===== src/design/flash_pin_map.svh =====
// Purpose: Widths, lane masks, reset values and timing counts of the flash pin front end.
// Assumes: Core clock of 125 MHz.
// Notes: Definitions only.
`ifndef FLASH_PIN_MAP_SVH
`define FLASH_PIN_MAP_SVH

`define FP_CLK_PERIOD_NS 8
`define FP_RESET_TIME_NS 1000
`define FP_RESET_CYCLES ((`FP_RESET_TIME_NS + `FP_CLK_PERIOD_NS - 1) / `FP_CLK_PERIOD_NS)
`define FP_RST_CNT_W 12
`define FP_LINES 4
`define FP_BYTE_W 8
`define FP_MASK_SINGLE 4'h2
`define FP_MASK_DUAL 4'h3
`define FP_MASK_QUAD 4'hf
`define FP_SYNC_INIT 7'h1f

`endif


===== src/design/flash_pin_pkg.sv =====
// Purpose: Types shared by the flash pin front end and its user.
// Assumes: Nothing beyond the map header.
// Notes: Lane width codes are chosen by the core per instruction phase.
`default_nettype none
package flash_pin_pkg;

  typedef enum logic [1:0] {
    LANE_SINGLE = 2'b00,
    LANE_DUAL = 2'b01,
    LANE_QUAD = 2'b10
  } lane_width_t;

  typedef enum logic [1:0] {
    LNK_IDLE = 2'b00,
    LNK_ACTIVE = 2'b01,
    LNK_HELD = 2'b10,
    LNK_RESET = 2'b11
  } link_state_t;

  typedef struct packed {
    lane_width_t width;
    logic drive;
  } lane_cfg_t;

  typedef struct packed {
    logic [7:0] data;
    logic valid;
  } rx_word_t;

endpackage
`default_nettype wire


===== src/design/pin_sync.sv =====
// Purpose: Two-flop synchroniser for a group of pins.
// Assumes: Each bit is an independent level.
// Notes: Only the second stage leaves the module.
`default_nettype none
module pin_sync #(
  parameter int W = 1,
  parameter logic [W-1:0] INIT = '0
) (
  // Clock and reset
  input wire logic core_clk_i,
  input wire logic rst_n_i,
  // Pins and synchronised copy
  input wire logic [W-1:0] pin_i,
  output logic [W-1:0] sync_o
);

  genvar g;
  generate
    for (g = 0; g < W; g++) begin : g_bit
      logic meta_q;
      logic stable_q;
      always_ff @(posedge core_clk_i or negedge rst_n_i) begin
        if (!rst_n_i) begin
          meta_q <= INIT[g];
          stable_q <= INIT[g];
        end else begin
          meta_q <= pin_i[g];
          stable_q <= meta_q;
        end
      end
      assign sync_o[g] = stable_q;
    end
  endgenerate

endmodule
`default_nettype wire


===== src/design/flash_pin_front.sv =====
// Purpose: Pin front end of a serial NOR flash: select, edges, lane mapping, protect, hold, reset pin.
// Assumes: Serial clock well below an eighth of the core clock, since all pins are oversampled.
// Notes: The instruction decoder sits outside and steers lane width and drive per phase.
//
// Overview of operation
// - Chip select high deselects the device and floats every data line.
// - A running internal erase, program or status write survives deselect.
// - Chip select low selects the device for instruction input and read output.
// - Nothing is accepted until a chip select falling edge follows power-up.
// - Single-line input bits are sampled from serial_in on rising serial clock.
// - Single-line output changes on line one at falling serial clock.
// - Dual and quad lines capture on rising and drive on falling edges.
// - Single and dual use lines zero and one; quad uses all four.
// - Quad needs quad_enable_bit; lines two and three then carry data.
// - Write-protect is active low and blocks status register writes.
// - Write-protect with protect bits locks any region, sector up to array; here it only blocks status writes.
// - Hold low while selected floats output and ignores clock and input.
// - Releasing hold resumes the transfer exactly where it paused; output stays floated until the next falling serial clock.
// - With quad_enable_bit set the hold function is disabled.
// - The reset pin resets regardless of configuration and state.
// - Reset pin low about one microsecond aborts all and restores power-on state.
// - SPI modes 0 and 3 both work, clock idle level irrelevant.
`default_nettype none
`include "flash_pin_map.svh"
module flash_pin_front
  import flash_pin_pkg::*;
#(
  parameter int RESET_CYCLES = `FP_RESET_CYCLES
) (
  // Clock and reset
  input wire logic core_clk_i,
  input wire logic rst_n_i,
  // Flash pins
  input wire logic cs_n_i,
  input wire logic sclk_i,
  input wire logic hw_reset_n_i,
  input wire logic [3:0] io_i,
  output logic [3:0] io_o,
  output logic [3:0] io_oe_o,
  // Configuration from the status bits
  input wire logic quad_enable_bit_i,
  input wire logic status_protect_bit_i,
  // Lane control and data toward the decoder
  input wire lane_cfg_t lane_cfg_i,
  input wire logic [3:0] tx_bits_i,
  output logic tx_take_o,
  output rx_word_t rx_o,
  // Internal operation tracking
  input wire logic start_op_i,
  input wire logic op_done_i,
  output logic op_busy_o,
  // Status
  output logic selected_o,
  output link_state_t link_state_o,
  output logic status_write_allow_o,
  output logic protect_locked_o,
  output logic quad_refused_o,
  output logic hw_reset_o
);

  logic cs_s;
  logic sclk_s;
  logic rpin_s;
  logic [3:0] io_s;

  // Chip select syncs from low so that a fall is only seen after a real high.
  // Reset pin and data lines sync from their idle high, so no count or hold follows reset.
  pin_sync #(
    .W(7),
    .INIT(`FP_SYNC_INIT)
  ) u_sync (
    .core_clk_i(core_clk_i),
    .rst_n_i(rst_n_i),
    .pin_i({cs_n_i, sclk_i, hw_reset_n_i, io_i}),
    .sync_o({cs_s, sclk_s, rpin_s, io_s})
  );

  function automatic logic [3:0] lane_mask(input lane_width_t w);
    case (w)
      LANE_SINGLE: lane_mask = `FP_MASK_SINGLE;
      LANE_DUAL: lane_mask = `FP_MASK_DUAL;
      LANE_QUAD: lane_mask = `FP_MASK_QUAD;
      default: lane_mask = 4'h0;
    endcase
  endfunction

  logic cs_prev_q, cs_prev_d;
  logic sclk_prev_q, sclk_prev_d;
  logic armed_q, armed_d;
  logic [2:0] cnt_q, cnt_d;
  logic [7:0] shift_q, shift_d;
  rx_word_t rx_q, rx_d;
  logic [3:0] io_q, io_d;
  logic [3:0] oe_q, oe_d;
  logic busy_q, busy_d;
  logic [`FP_RST_CNT_W-1:0] rcnt_q, rcnt_d;
  logic rst_hit_q, rst_hit_d;
  link_state_t state_q, state_d;
  logic allow_q, allow_d;
  logic qref_q, qref_d;

  logic sel, hold_act, lanes_ok, run, rise, fall, cs_fall, wp_low, drive_ok;
  logic [3:0] step;
  logic [3:0] sum;

  always_comb begin
    sel = !cs_s;
    hold_act = sel && !quad_enable_bit_i && !io_s[3];
    lanes_ok = !(lane_cfg_i.width == LANE_QUAD && !quad_enable_bit_i);
    run = sel && armed_q && !hold_act && !rst_hit_q && lanes_ok;
    rise = sclk_s && !sclk_prev_q;
    fall = !sclk_s && sclk_prev_q;
    cs_fall = cs_prev_q && !cs_s;
    wp_low = !quad_enable_bit_i && !io_s[2];
    drive_ok = sel && !hold_act && !rst_hit_q && lane_cfg_i.drive && lanes_ok;
    case (lane_cfg_i.width)
      LANE_DUAL: step = 4'h2;
      LANE_QUAD: step = 4'h4;
      default: step = 4'h1;
    endcase
    sum = {1'b0, cnt_q} + step;

    cs_prev_d = cs_s;
    sclk_prev_d = sclk_s;
    armed_d = armed_q || cs_fall;
    cnt_d = cnt_q;
    shift_d = shift_q;
    rx_d = '0;
    io_d = io_q;
    oe_d = oe_q;
    tx_take_o = 1'b0;
    // Counters restart at every select edge, so modes 0 and 3 line up alike.
    if (cs_fall || !sel) begin
      cnt_d = 3'h0;
    end else if (run && rise) begin
      cnt_d = sum[2:0];
      case (lane_cfg_i.width)
        LANE_DUAL: shift_d = {shift_q[5:0], io_s[1:0]};
        LANE_QUAD: shift_d = {shift_q[3:0], io_s};
        default: shift_d = {shift_q[6:0], io_s[0]};
      endcase
      rx_d.valid = sum[3];
      rx_d.data = shift_d;
    end
    if (run && fall && lane_cfg_i.drive) begin
      tx_take_o = 1'b1;
      io_d = (lane_cfg_i.width == LANE_SINGLE) ? {2'b00, tx_bits_i[0], 1'b0} : tx_bits_i;
      oe_d = lane_mask(lane_cfg_i.width);
    end else if (!drive_ok) begin
      oe_d = 4'h0;
    end

    busy_d = busy_q;
    if (start_op_i) begin
      busy_d = 1'b1;
    end else if (op_done_i) begin
      busy_d = 1'b0;
    end

    rcnt_d = '0;
    rst_hit_d = 1'b0;
    if (!rpin_s) begin
      rcnt_d = rst_hit_q ? rcnt_q : rcnt_q + `FP_RST_CNT_W'(1);
      rst_hit_d = rst_hit_q || (rcnt_q == `FP_RST_CNT_W'(RESET_CYCLES - 1));
    end
    if (rst_hit_q) begin
      armed_d = 1'b0;
      busy_d = 1'b0;
      cnt_d = 3'h0;
      oe_d = 4'h0;
    end

    state_d = state_q;
    case (state_q)
      LNK_RESET: begin
        // Leave only once the pin has let go; arming is gone then, so idle comes next.
        if (!rst_hit_q) begin
          state_d = LNK_IDLE;
        end
      end
      LNK_IDLE, LNK_ACTIVE, LNK_HELD: begin
        if (rst_hit_q) begin
          state_d = LNK_RESET;
        end else if (!sel) begin
          state_d = LNK_IDLE;
        end else if (hold_act) begin
          state_d = LNK_HELD;
        end else if (armed_q) begin
          state_d = LNK_ACTIVE;
        end else begin
          state_d = LNK_IDLE;
        end
      end
      default: begin
        state_d = LNK_IDLE;
      end
    endcase

    allow_d = !(status_protect_bit_i && wp_low);
    qref_d = sel && !lanes_ok;
  end

  always_ff @(posedge core_clk_i or negedge rst_n_i) begin
    if (!rst_n_i) begin
      cs_prev_q <= 1'b0;
      sclk_prev_q <= 1'b0;
      armed_q <= 1'b0;
      cnt_q <= 3'h0;
      shift_q <= 8'h00;
      rx_q <= '0;
      io_q <= 4'h0;
      oe_q <= 4'h0;
      busy_q <= 1'b0;
      rcnt_q <= '0;
      rst_hit_q <= 1'b0;
      state_q <= LNK_IDLE;
      allow_q <= 1'b1;
      qref_q <= 1'b0;
    end else begin
      cs_prev_q <= cs_prev_d;
      sclk_prev_q <= sclk_prev_d;
      armed_q <= armed_d;
      cnt_q <= cnt_d;
      shift_q <= shift_d;
      rx_q <= rx_d;
      io_q <= io_d;
      oe_q <= oe_d;
      busy_q <= busy_d;
      rcnt_q <= rcnt_d;
      rst_hit_q <= rst_hit_d;
      state_q <= state_d;
      allow_q <= allow_d;
      qref_q <= qref_d;
    end
  end

  // The gate is combinational so that deselect or hold floats the lines at once.
  assign io_oe_o = oe_q & {4{drive_ok}};
  assign io_o = io_q;
  assign rx_o = rx_q;
  assign op_busy_o = busy_q;
  assign selected_o = sel;
  assign link_state_o = state_q;
  assign status_write_allow_o = allow_q;
  assign protect_locked_o = !allow_q;
  assign quad_refused_o = qref_q;
  assign hw_reset_o = rst_hit_q;
endmodule
`default_nettype wire


===== config.mk =====
export PLATFORM = sky130hd
export DESIGN_NAME = flash_pin_front
export DESIGN_NICKNAME = d
export VERILOG_FILES = /design/src/design/flash_pin_pkg.sv /design/src/design/pin_sync.sv /design/src/design/flash_pin_front.sv
export VERILOG_INCLUDE_DIRS = /design/src /design/src/design
export SDC_FILE = /design/constraint.sdc
export NUM_CORES = 1
export LEC_CHECK = 0
export BUFFER_PORTS_ARGS = -buffer_cell sky130_fd_sc_hd__buf_2
export CAP_MARGIN = 10
export CORE_MARGIN = 1
export CORE_UTILIZATION = 40
export DETAILED_ROUTE_END_ITERATION = 10
export PLACE_DENSITY_LB_ADDON = 0.15
export SLEW_MARGIN = 20
export SYNTH_ARGS = -nofsm -noshare
export SYNTH_HDL_FRONTEND = slang
export SYNTH_HIERARCHICAL = 1
export SYNTH_SLANG_ARGS = --single-unit

===== constraint.sdc =====
create_clock -name core_clk_i -period 1.95 [get_ports core_clk_i]
set_clock_uncertainty 0.05 [all_clocks]
set_input_delay 0.39 -clock core_clk_i [delete_from_list [all_inputs] [get_ports core_clk_i]]
set_output_delay 0.39 -clock core_clk_i [all_outputs]
set_load 0.02 [all_outputs]

# After elaboration in Yosys (flattened, before gate mapping)
# Cells that the tools add are included.
[word_totals]
out_inout_bits = 26
ff_bits = 62
input_bits = 20
elab_cells = 108
[op_classes]
add_sub_neg = 2
bitwise = 2
n_eq_ne = 9
reduce_logical = 40
muxes = 26
[ops]
columns = ["op", "n"]
rows = [
  ["2-to-1 mux 12 bit", 2],
  ["logical AND 1 bit", 20],
  ["2-to-1 mux 9 bit", 2],
  ["2-to-1 mux 4 bit", 4],
  ["case mux 8 bit (2 select lines)", 1],
  ["adder 12 x 1 -> 12 bit (second input constant)", 1],
  ["== test 12 x 7 -> 1 bit (second input constant)", 1],
  ["case mux 4 bit (3 select lines)", 1],
  ["logical NOT 1 bit", 11],
  ["2-to-1 mux 3 bit", 3],
  ["2-to-1 mux 2 bit", 4],
  ["2-to-1 mux 1 bit", 7],
  ["== test 2 bit (second input constant)", 3],
  ["case mux 3 bit (2 select lines)", 1],
  ["nonzero test 3 bit", 2],
  ["adder 3 x 4 -> 4 bit", 1],
  ["bitwise AND 4 bit", 1],
  ["== test 2 x 1 -> 1 bit (second input constant)", 2],
  ["logical NOT 2 bit", 2],
  ["case mux 2 bit (2 select lines)", 1],
  ["logical OR 1 bit", 3],
  ["!= test 3 x 2 -> 1 bit (second input constant)", 1],
  ["OR reduction 3 bit", 1],
  ["!= test 2 x 1 -> 1 bit (second input constant)", 1],
  ["3 further kinds", 3],
]

# Logic depth before layout (Yosys ltp)
[logic_depth]
depth_word = 11
depth_mapped = 9
ltp_nobuf = 8

# By module
# Netlist, hierarchy kept.
[modules_own_cells]
columns = ["module", "cells_per_inst", "area_each_um2", "n_inst"]
rows = [
  ["flash_pin_front", 207, 2268.4, 1],
  ["pin_sync", 21, 415.4, 1],
]

# Least setup slack after synthesis
# No wires, ideal clock.
[synth_path]
path_kind = "input-to-reg"
start = "in lane_cfg_i[2] in the netlist's numbering"
end = "reg cnt_q[2]"
cell_stages = 9
t_required_ps = 1781
t_arrival_ps = 1938
setup_ps = 119
path_slack_ps = -157
path_cell_list = "inv_1 ha_1 buf_2 clkinv_1 ha_1 fa_1 xor2_1 mux2i_1 nor2_1"
[synth_between]
elab_chain_len = 6
elab_cells_between_ends = 12
cone_classes = "1 x add/sub; 2 x eq/ne; 4 x mux; 5 x reduce/logical"
[synth_rtl]
columns = ["element", "line_no", "rtl"]
rows = [
  ["start, declared", "flash_pin_front.sv:44", "input wire lane_cfg_t lane_cfg_i,"],
  ["== test 2 bit / == test 2 x 1 -> 1 bit (equally long branches)", "flash_pin_front.sv:109, flash_pin_front.sv:116", ""],
  ["case mux 3 bit (2 select lines) / logical AND 1 bit (equally long branches)", "flash_pin_front.sv:116, flash_pin_front.sv:109", ""],
  ["adder 3 x 4 -> 4 bit / logical NOT 1 bit (equally long branches)", "flash_pin_front.sv:121, flash_pin_front.sv:109", ""],
  ["2-to-1 mux 3 bit / logical AND 1 bit (equally long branches)", "flash_pin_front.sv:135, flash_pin_front.sv:110", ""],
  ["2-to-1 mux 3 bit / logical AND 1 bit (equally long branches)", "flash_pin_front.sv:133, flash_pin_front.sv:135", ""],
  ["2-to-1 mux 3 bit / nonzero test 3 bit (equally long branches)", "-", ""],
  ["end signal, assigned", "flash_pin_front.sv:223", "cnt_q <= cnt_d;"],
  ["end, declared", "flash_pin_front.sv:90", "logic [2:0] cnt_q, cnt_d;"],
]
# Several ways; a longest one is shown, not always the timed one. The select of a mux whose other input is x is not followed.
# A chain may end at the register's enable or synchronous reset.

# Worst setup path after layout
[layout_path]
start = "reg u_sync.g_bit[3].stable_q"
end = "out io_oe_o[3]"
[layout_between]
elab_chain_len = 8
[layout_rtl]
columns = ["element", "line_no", "rtl"]
rows = [
  ["start, declared", "pin_sync.sv:21", "logic stable_q;"],
  ["start signal, assigned", "pin_sync.sv:25", "stable_q <= INIT[g];"],
  ["start signal, assigned", "pin_sync.sv:28", "stable_q <= meta_q;"],
  ["logical NOT 1 bit", "flash_pin_front.sv:108", "hold_act = sel && !quad_enable_bit_i && !io_s[3];"],
  ["logical AND 1 bit", "flash_pin_front.sv:108", ""],
  ["logical NOT 1 bit", "flash_pin_front.sv:115", "drive_ok = sel && !hold_act && !rst_hit_q && lane_cfg_i.drive && lanes_ok;"],
  ["logical AND 1 bit (4 in a row)", "flash_pin_front.sv:115", ""],
  ["bitwise AND 4 bit", "flash_pin_front.sv:238", "assign io_oe_o = oe_q & {4{drive_ok}};"],
  ["end, declared", "flash_pin_front.sv:39", "output logic [3:0] io_oe_o,"],
]
# No other way between the ends.

==> out/summary.txt <==
GLOBAL ROUTE
--------------------------------------------------------------------------------------
Largest net degree at the start of global routing                                   62
Global-route usage over all layers                                              16.03%
Number of antenna violations at the first check in global routing                    0
Number of global-route vias before repair                                        1,769
Residual overflow from global routing                                                0
Global-route wire length before repair                                         8652 um

SYNTH
--------------------------------------------------------------------------------------
Mapped Avg Cell Area                                                        11.77 um^2
Sequential share of the synthesized area                                        57.39%
Area contributors post-synth                                              dfrtp_1, dfstp_2, ha_1
Post-synth top area cell                                                       dfrtp_1
Area share of the leading cell type in the synthesized netlist                  46.62%
Ys Warns                                                                             6
Synthesized netlist net count                                                      259
Flop and latch count out of synthesis                                               61
Synth Instances                                                                    228
Mapped Area                                                                  2684 um^2
Count of distinct cell types in the synthesized netlist                             40

CELLS AND AREA
--------------------------------------------------------------------------------------
Final layout net count                                                             319
Top library cells by usage in the layout, fill and taps aside             dfrtp_1, buf_2, nor2_1, buf_4
Fraction of layout instances using a drive strength above 1                     37.54%
Most common cell after layout, fill and taps aside                             dfrtp_1
Post-route core utilization                                                     51.39%
Diodes inserted                                                                      0
Fin cells                                                                          370
Area delta synth->final                                                         22.98%

CRITICAL PATH
--------------------------------------------------------------------------------------
Highest cell delay on the worst timing path                                    0.57 ns
Worst r2r path cells                                                                 7
Data required time at the worst endpoint                                       1.51 ns
Type of the worst setup path                                              register to output pin
Data arrival time of the critical path                                         1.55 ns
FF-to-FF End                                                              shift_q[4]$_DFFE_PN0P_
Slowest cell on crit path                                                      dfstp_2
Type of element launching the critical path                                   register
Launching instance or port of the critical path                           u_sync/g_bit[3].stable_q$_DFF_PN1_
Reg-to-Reg Start                                                          u_sync/g_bit[3].stable_q$_DFF_PN1_
Flop2flop setup slack                                                          0.25 ns
Kind of capture point of the worst setup path                               output pin
Crit-path max FO                                                                     4
Cell mode on critical path                                                       buf_6
CP cell instances                                                         nor2b_4 -> o211ai_4 -> buf_6 -> nor2_4 -> buf_6

CLOCK TREE
--------------------------------------------------------------------------------------
Clock insertion delay at the later pin of the skew report                      0.33 ns
Clock slew at the register clock pins of the worst setup and hold paths        0.07 ns
Depth of the CTS H-tree                                                              3
Sinks on the clock net                                                              61
CTS root buffer                                                               clkbuf_8
Worst-case clock buffer depth                                                        2
Number of buffers added by the clock tree synthesis step                             9
CTS tree                                                                          done

DIE
--------------------------------------------------------------------------------------
Number of top-level pins                                                            46
Row count                                                                           29
Core area                                                                    6422 um^2
Initial standard-cell utilization of the core                                   41.79%
Horizontal die dimension                                                      83.91 um
Die Y-Extent                                                                  83.91 um
Floorplan die area                                                           7041 um^2

TIMING
--------------------------------------------------------------------------------------
Final-layout worst hold slack                                              0.002871 ns
Setup Viol. Count Final                                                              3
Period minus WS final                                                         1.986 ns
Share of the clock period used by the worst path                                101.9%
Setup repair after global routing missed its margin                               true
Max-slew violation total from the final report                                       0
Slew margin rel.                                                                78.60%
Setup TNS                                                                  -0.08256 ns
Final hold violation count                                                           0
Achievable clock frequency                                                   503.5 MHz
Min setup slack post-route                                                 -0.03617 ns
Transition time of the tightest slew-check pin                               0.3180 ns

ROUTE
--------------------------------------------------------------------------------------
Length of the first detailed-routing pass in iterations                              7
Iteration-0 DRC count of the detailed router                                        69
Post-route DRC violation count                                                      11
Per-cell via count in the routed design                                          4.870
Per-cell routed wire length                                                   13.42 um
Final WL                                                                       4966 um
Via count                                                                        1,802
DRT antenna net count                                                                0

PLACED DESIGN
--------------------------------------------------------------------------------------
Count of input and output buffers                                                   45
Number of placed instances with taps included                                      350
Gpl congestion                                                                  0.7381
Half-perimeter wire length after detailed placement                            3354 um

FLOW RUN
--------------------------------------------------------------------------------------
Number of maximum-capacitance violations                                             0

STATUS
--------------------------------------------------------------------------------------
Run status                                                                finished, violations left
Violations in the final reports                                           design-rule violations, negative setup slack

POWER AND IR DROP
--------------------------------------------------------------------------------------
Power density over cell area                                              823.5 nW/um^2
Leakage power                                                                 1.683 nW
Largest voltage drop on the vdd net                                        0.0004379 V

HOLD PATH
--------------------------------------------------------------------------------------
Type of the tightest min-delay check                                      input pin to async pin

[kinds of logic after synthesis]
| kind of cell | after synthesis | share of synthesized area [%] |
|---|---|---|
| and+or+nand+nor | 79 | 16.36 |
| DFF | 61 | 57.39 |
| AOI/OAI and AO/OA | 33 | 8.625 |
| buffers and inverters | 26 | 5.687 |
| adders and majority gates | 11 | 5.408 |
| xor gates and xnor gates | 9 | 2.937 |
| muxes | 9 | 3.590 |
[state kept, by name, summed over array words and instances (netlist names)]
| name | flops |
|---|---|
| rx_o | 9 |
| u_sync/g_bit.stable_q | 7 |
| rcnt_q | 12 |
| u_sync/g_bit.meta_q | 7 |
| shift_q | 7 |
| sclk_prev_q | 1 |
| cnt_q | 3 |
| status_write_allow_o | 1 |
| oe_q | 3 |
| op_busy_o | 1 |
| link_state_o | 2 |
| cs_prev_q | 1 |
| armed_q | 1 |
| hw_reset_o | 1 |
| io_o | 4 |
| quad_refused_o | 1 |
[Yosys cell counts (all sizes together)]
library cell	count
nand2b	3
o2111ai	1
nor3	11
dfstp	11
a221oi	6
nand4	1
dfrtp	50
fa	1
nor2	32
nor2b	5
nor3b	3
a31oi	2
mux2	5
nand3	2
nand2	11
or3	4
mux2i	4
nand4b	2
and3	1
a21oi	9
clkinv	1
inv	10
xnor2	4
o21ai	4
buf	14
ha	10
a21o	8
clkbuf	1
nor4	2
o211ai	3
xor2	5
and4bb	2
[power breakdown]
part / leakage (nW) / internal [mW] / total, mW / switching [mW]
Clock: 0.0815 / 0.495 / 0.995 / 0.500
Sequential: 0.776 / 1.35 / 1.41 / 0.0591
Combinational: 0.825 / 0.146 / 0.313 / 0.167
Total: 1.68 / 1.99 / 2.72 / 0.726
[how the worst max path moves through the flow]
stage                     depth (start not counted)  slack, ns                    to
final                                             5      -0.04            io_oe_o[3]
after global routing                              5      -0.11            io_oe_o[3]
after CTS                                         5      -0.06            io_oe_o[0]
after detailed placement                          9      -0.07  cnt_q[2]$_DFFE_PN0P_
after global placement                            9      -0.05  cnt_q[2]$_DFFE_PN0P_
after floorplan                                   9      -0.08  cnt_q[2]$_DFFE_PN0P_
[cell type report]
type | count | area, um^2
well taps | 77 | 96.34
multi-input cells | 141 | 1020
flip-flops and latches | 61 | 1540
fillers | 607 | 3122
clock buffers | 11 | 141.4
repair buffers | 64 | 424.2
inverters | 11 | 42.54
clock inverters | 5 | 36.28
[worst max-delay path, delay by kind of cell, from the launching register on]
family	cells	cell delay [ns]
AO/OA/AOI/OAI	1	0.11
flip-flops	1	0.57
buffers and inverters	2	0.27
AND/OR/NAND/NOR	2	0.27
[routing by layer]
metal | track usage [%] | vias to the layer above | wire [um]
met4 | 4.702 | 0 | 45
met2 | 23.85 | 47 | 2232
met1 | 21.98 | 862 | 2476
met3 | 5.737 | 4 | 211
met5 | 0 | - | 0
li1 | - | 889 | -
[timing repair]
action | CTS | global route
cloned | 0 | 0
resized for setup | 12 | 2
setup buffers | 4 | 0
endpoints found under the hold margin | 0 | 0
hold buffers | 0 | 0
pin swaps | 2 | 3
endpoints found under the setup margin | 5 | 5
[through the flow]
stage	instance area (um^2)	power, mW	setup slack (ns)
2_1_floorplan	2698	1.610	-0.08310
3_3_place_gp	3045	1.737	-0.05000
3_5_place_dp	3045	1.741	-0.06848
4_1_cts	3292	2.773	-0.06025
5_1_grt	3301	2.861	-0.1063
6_report	3301	2.718	-0.03617
Power figures use the tool's default switching activity.
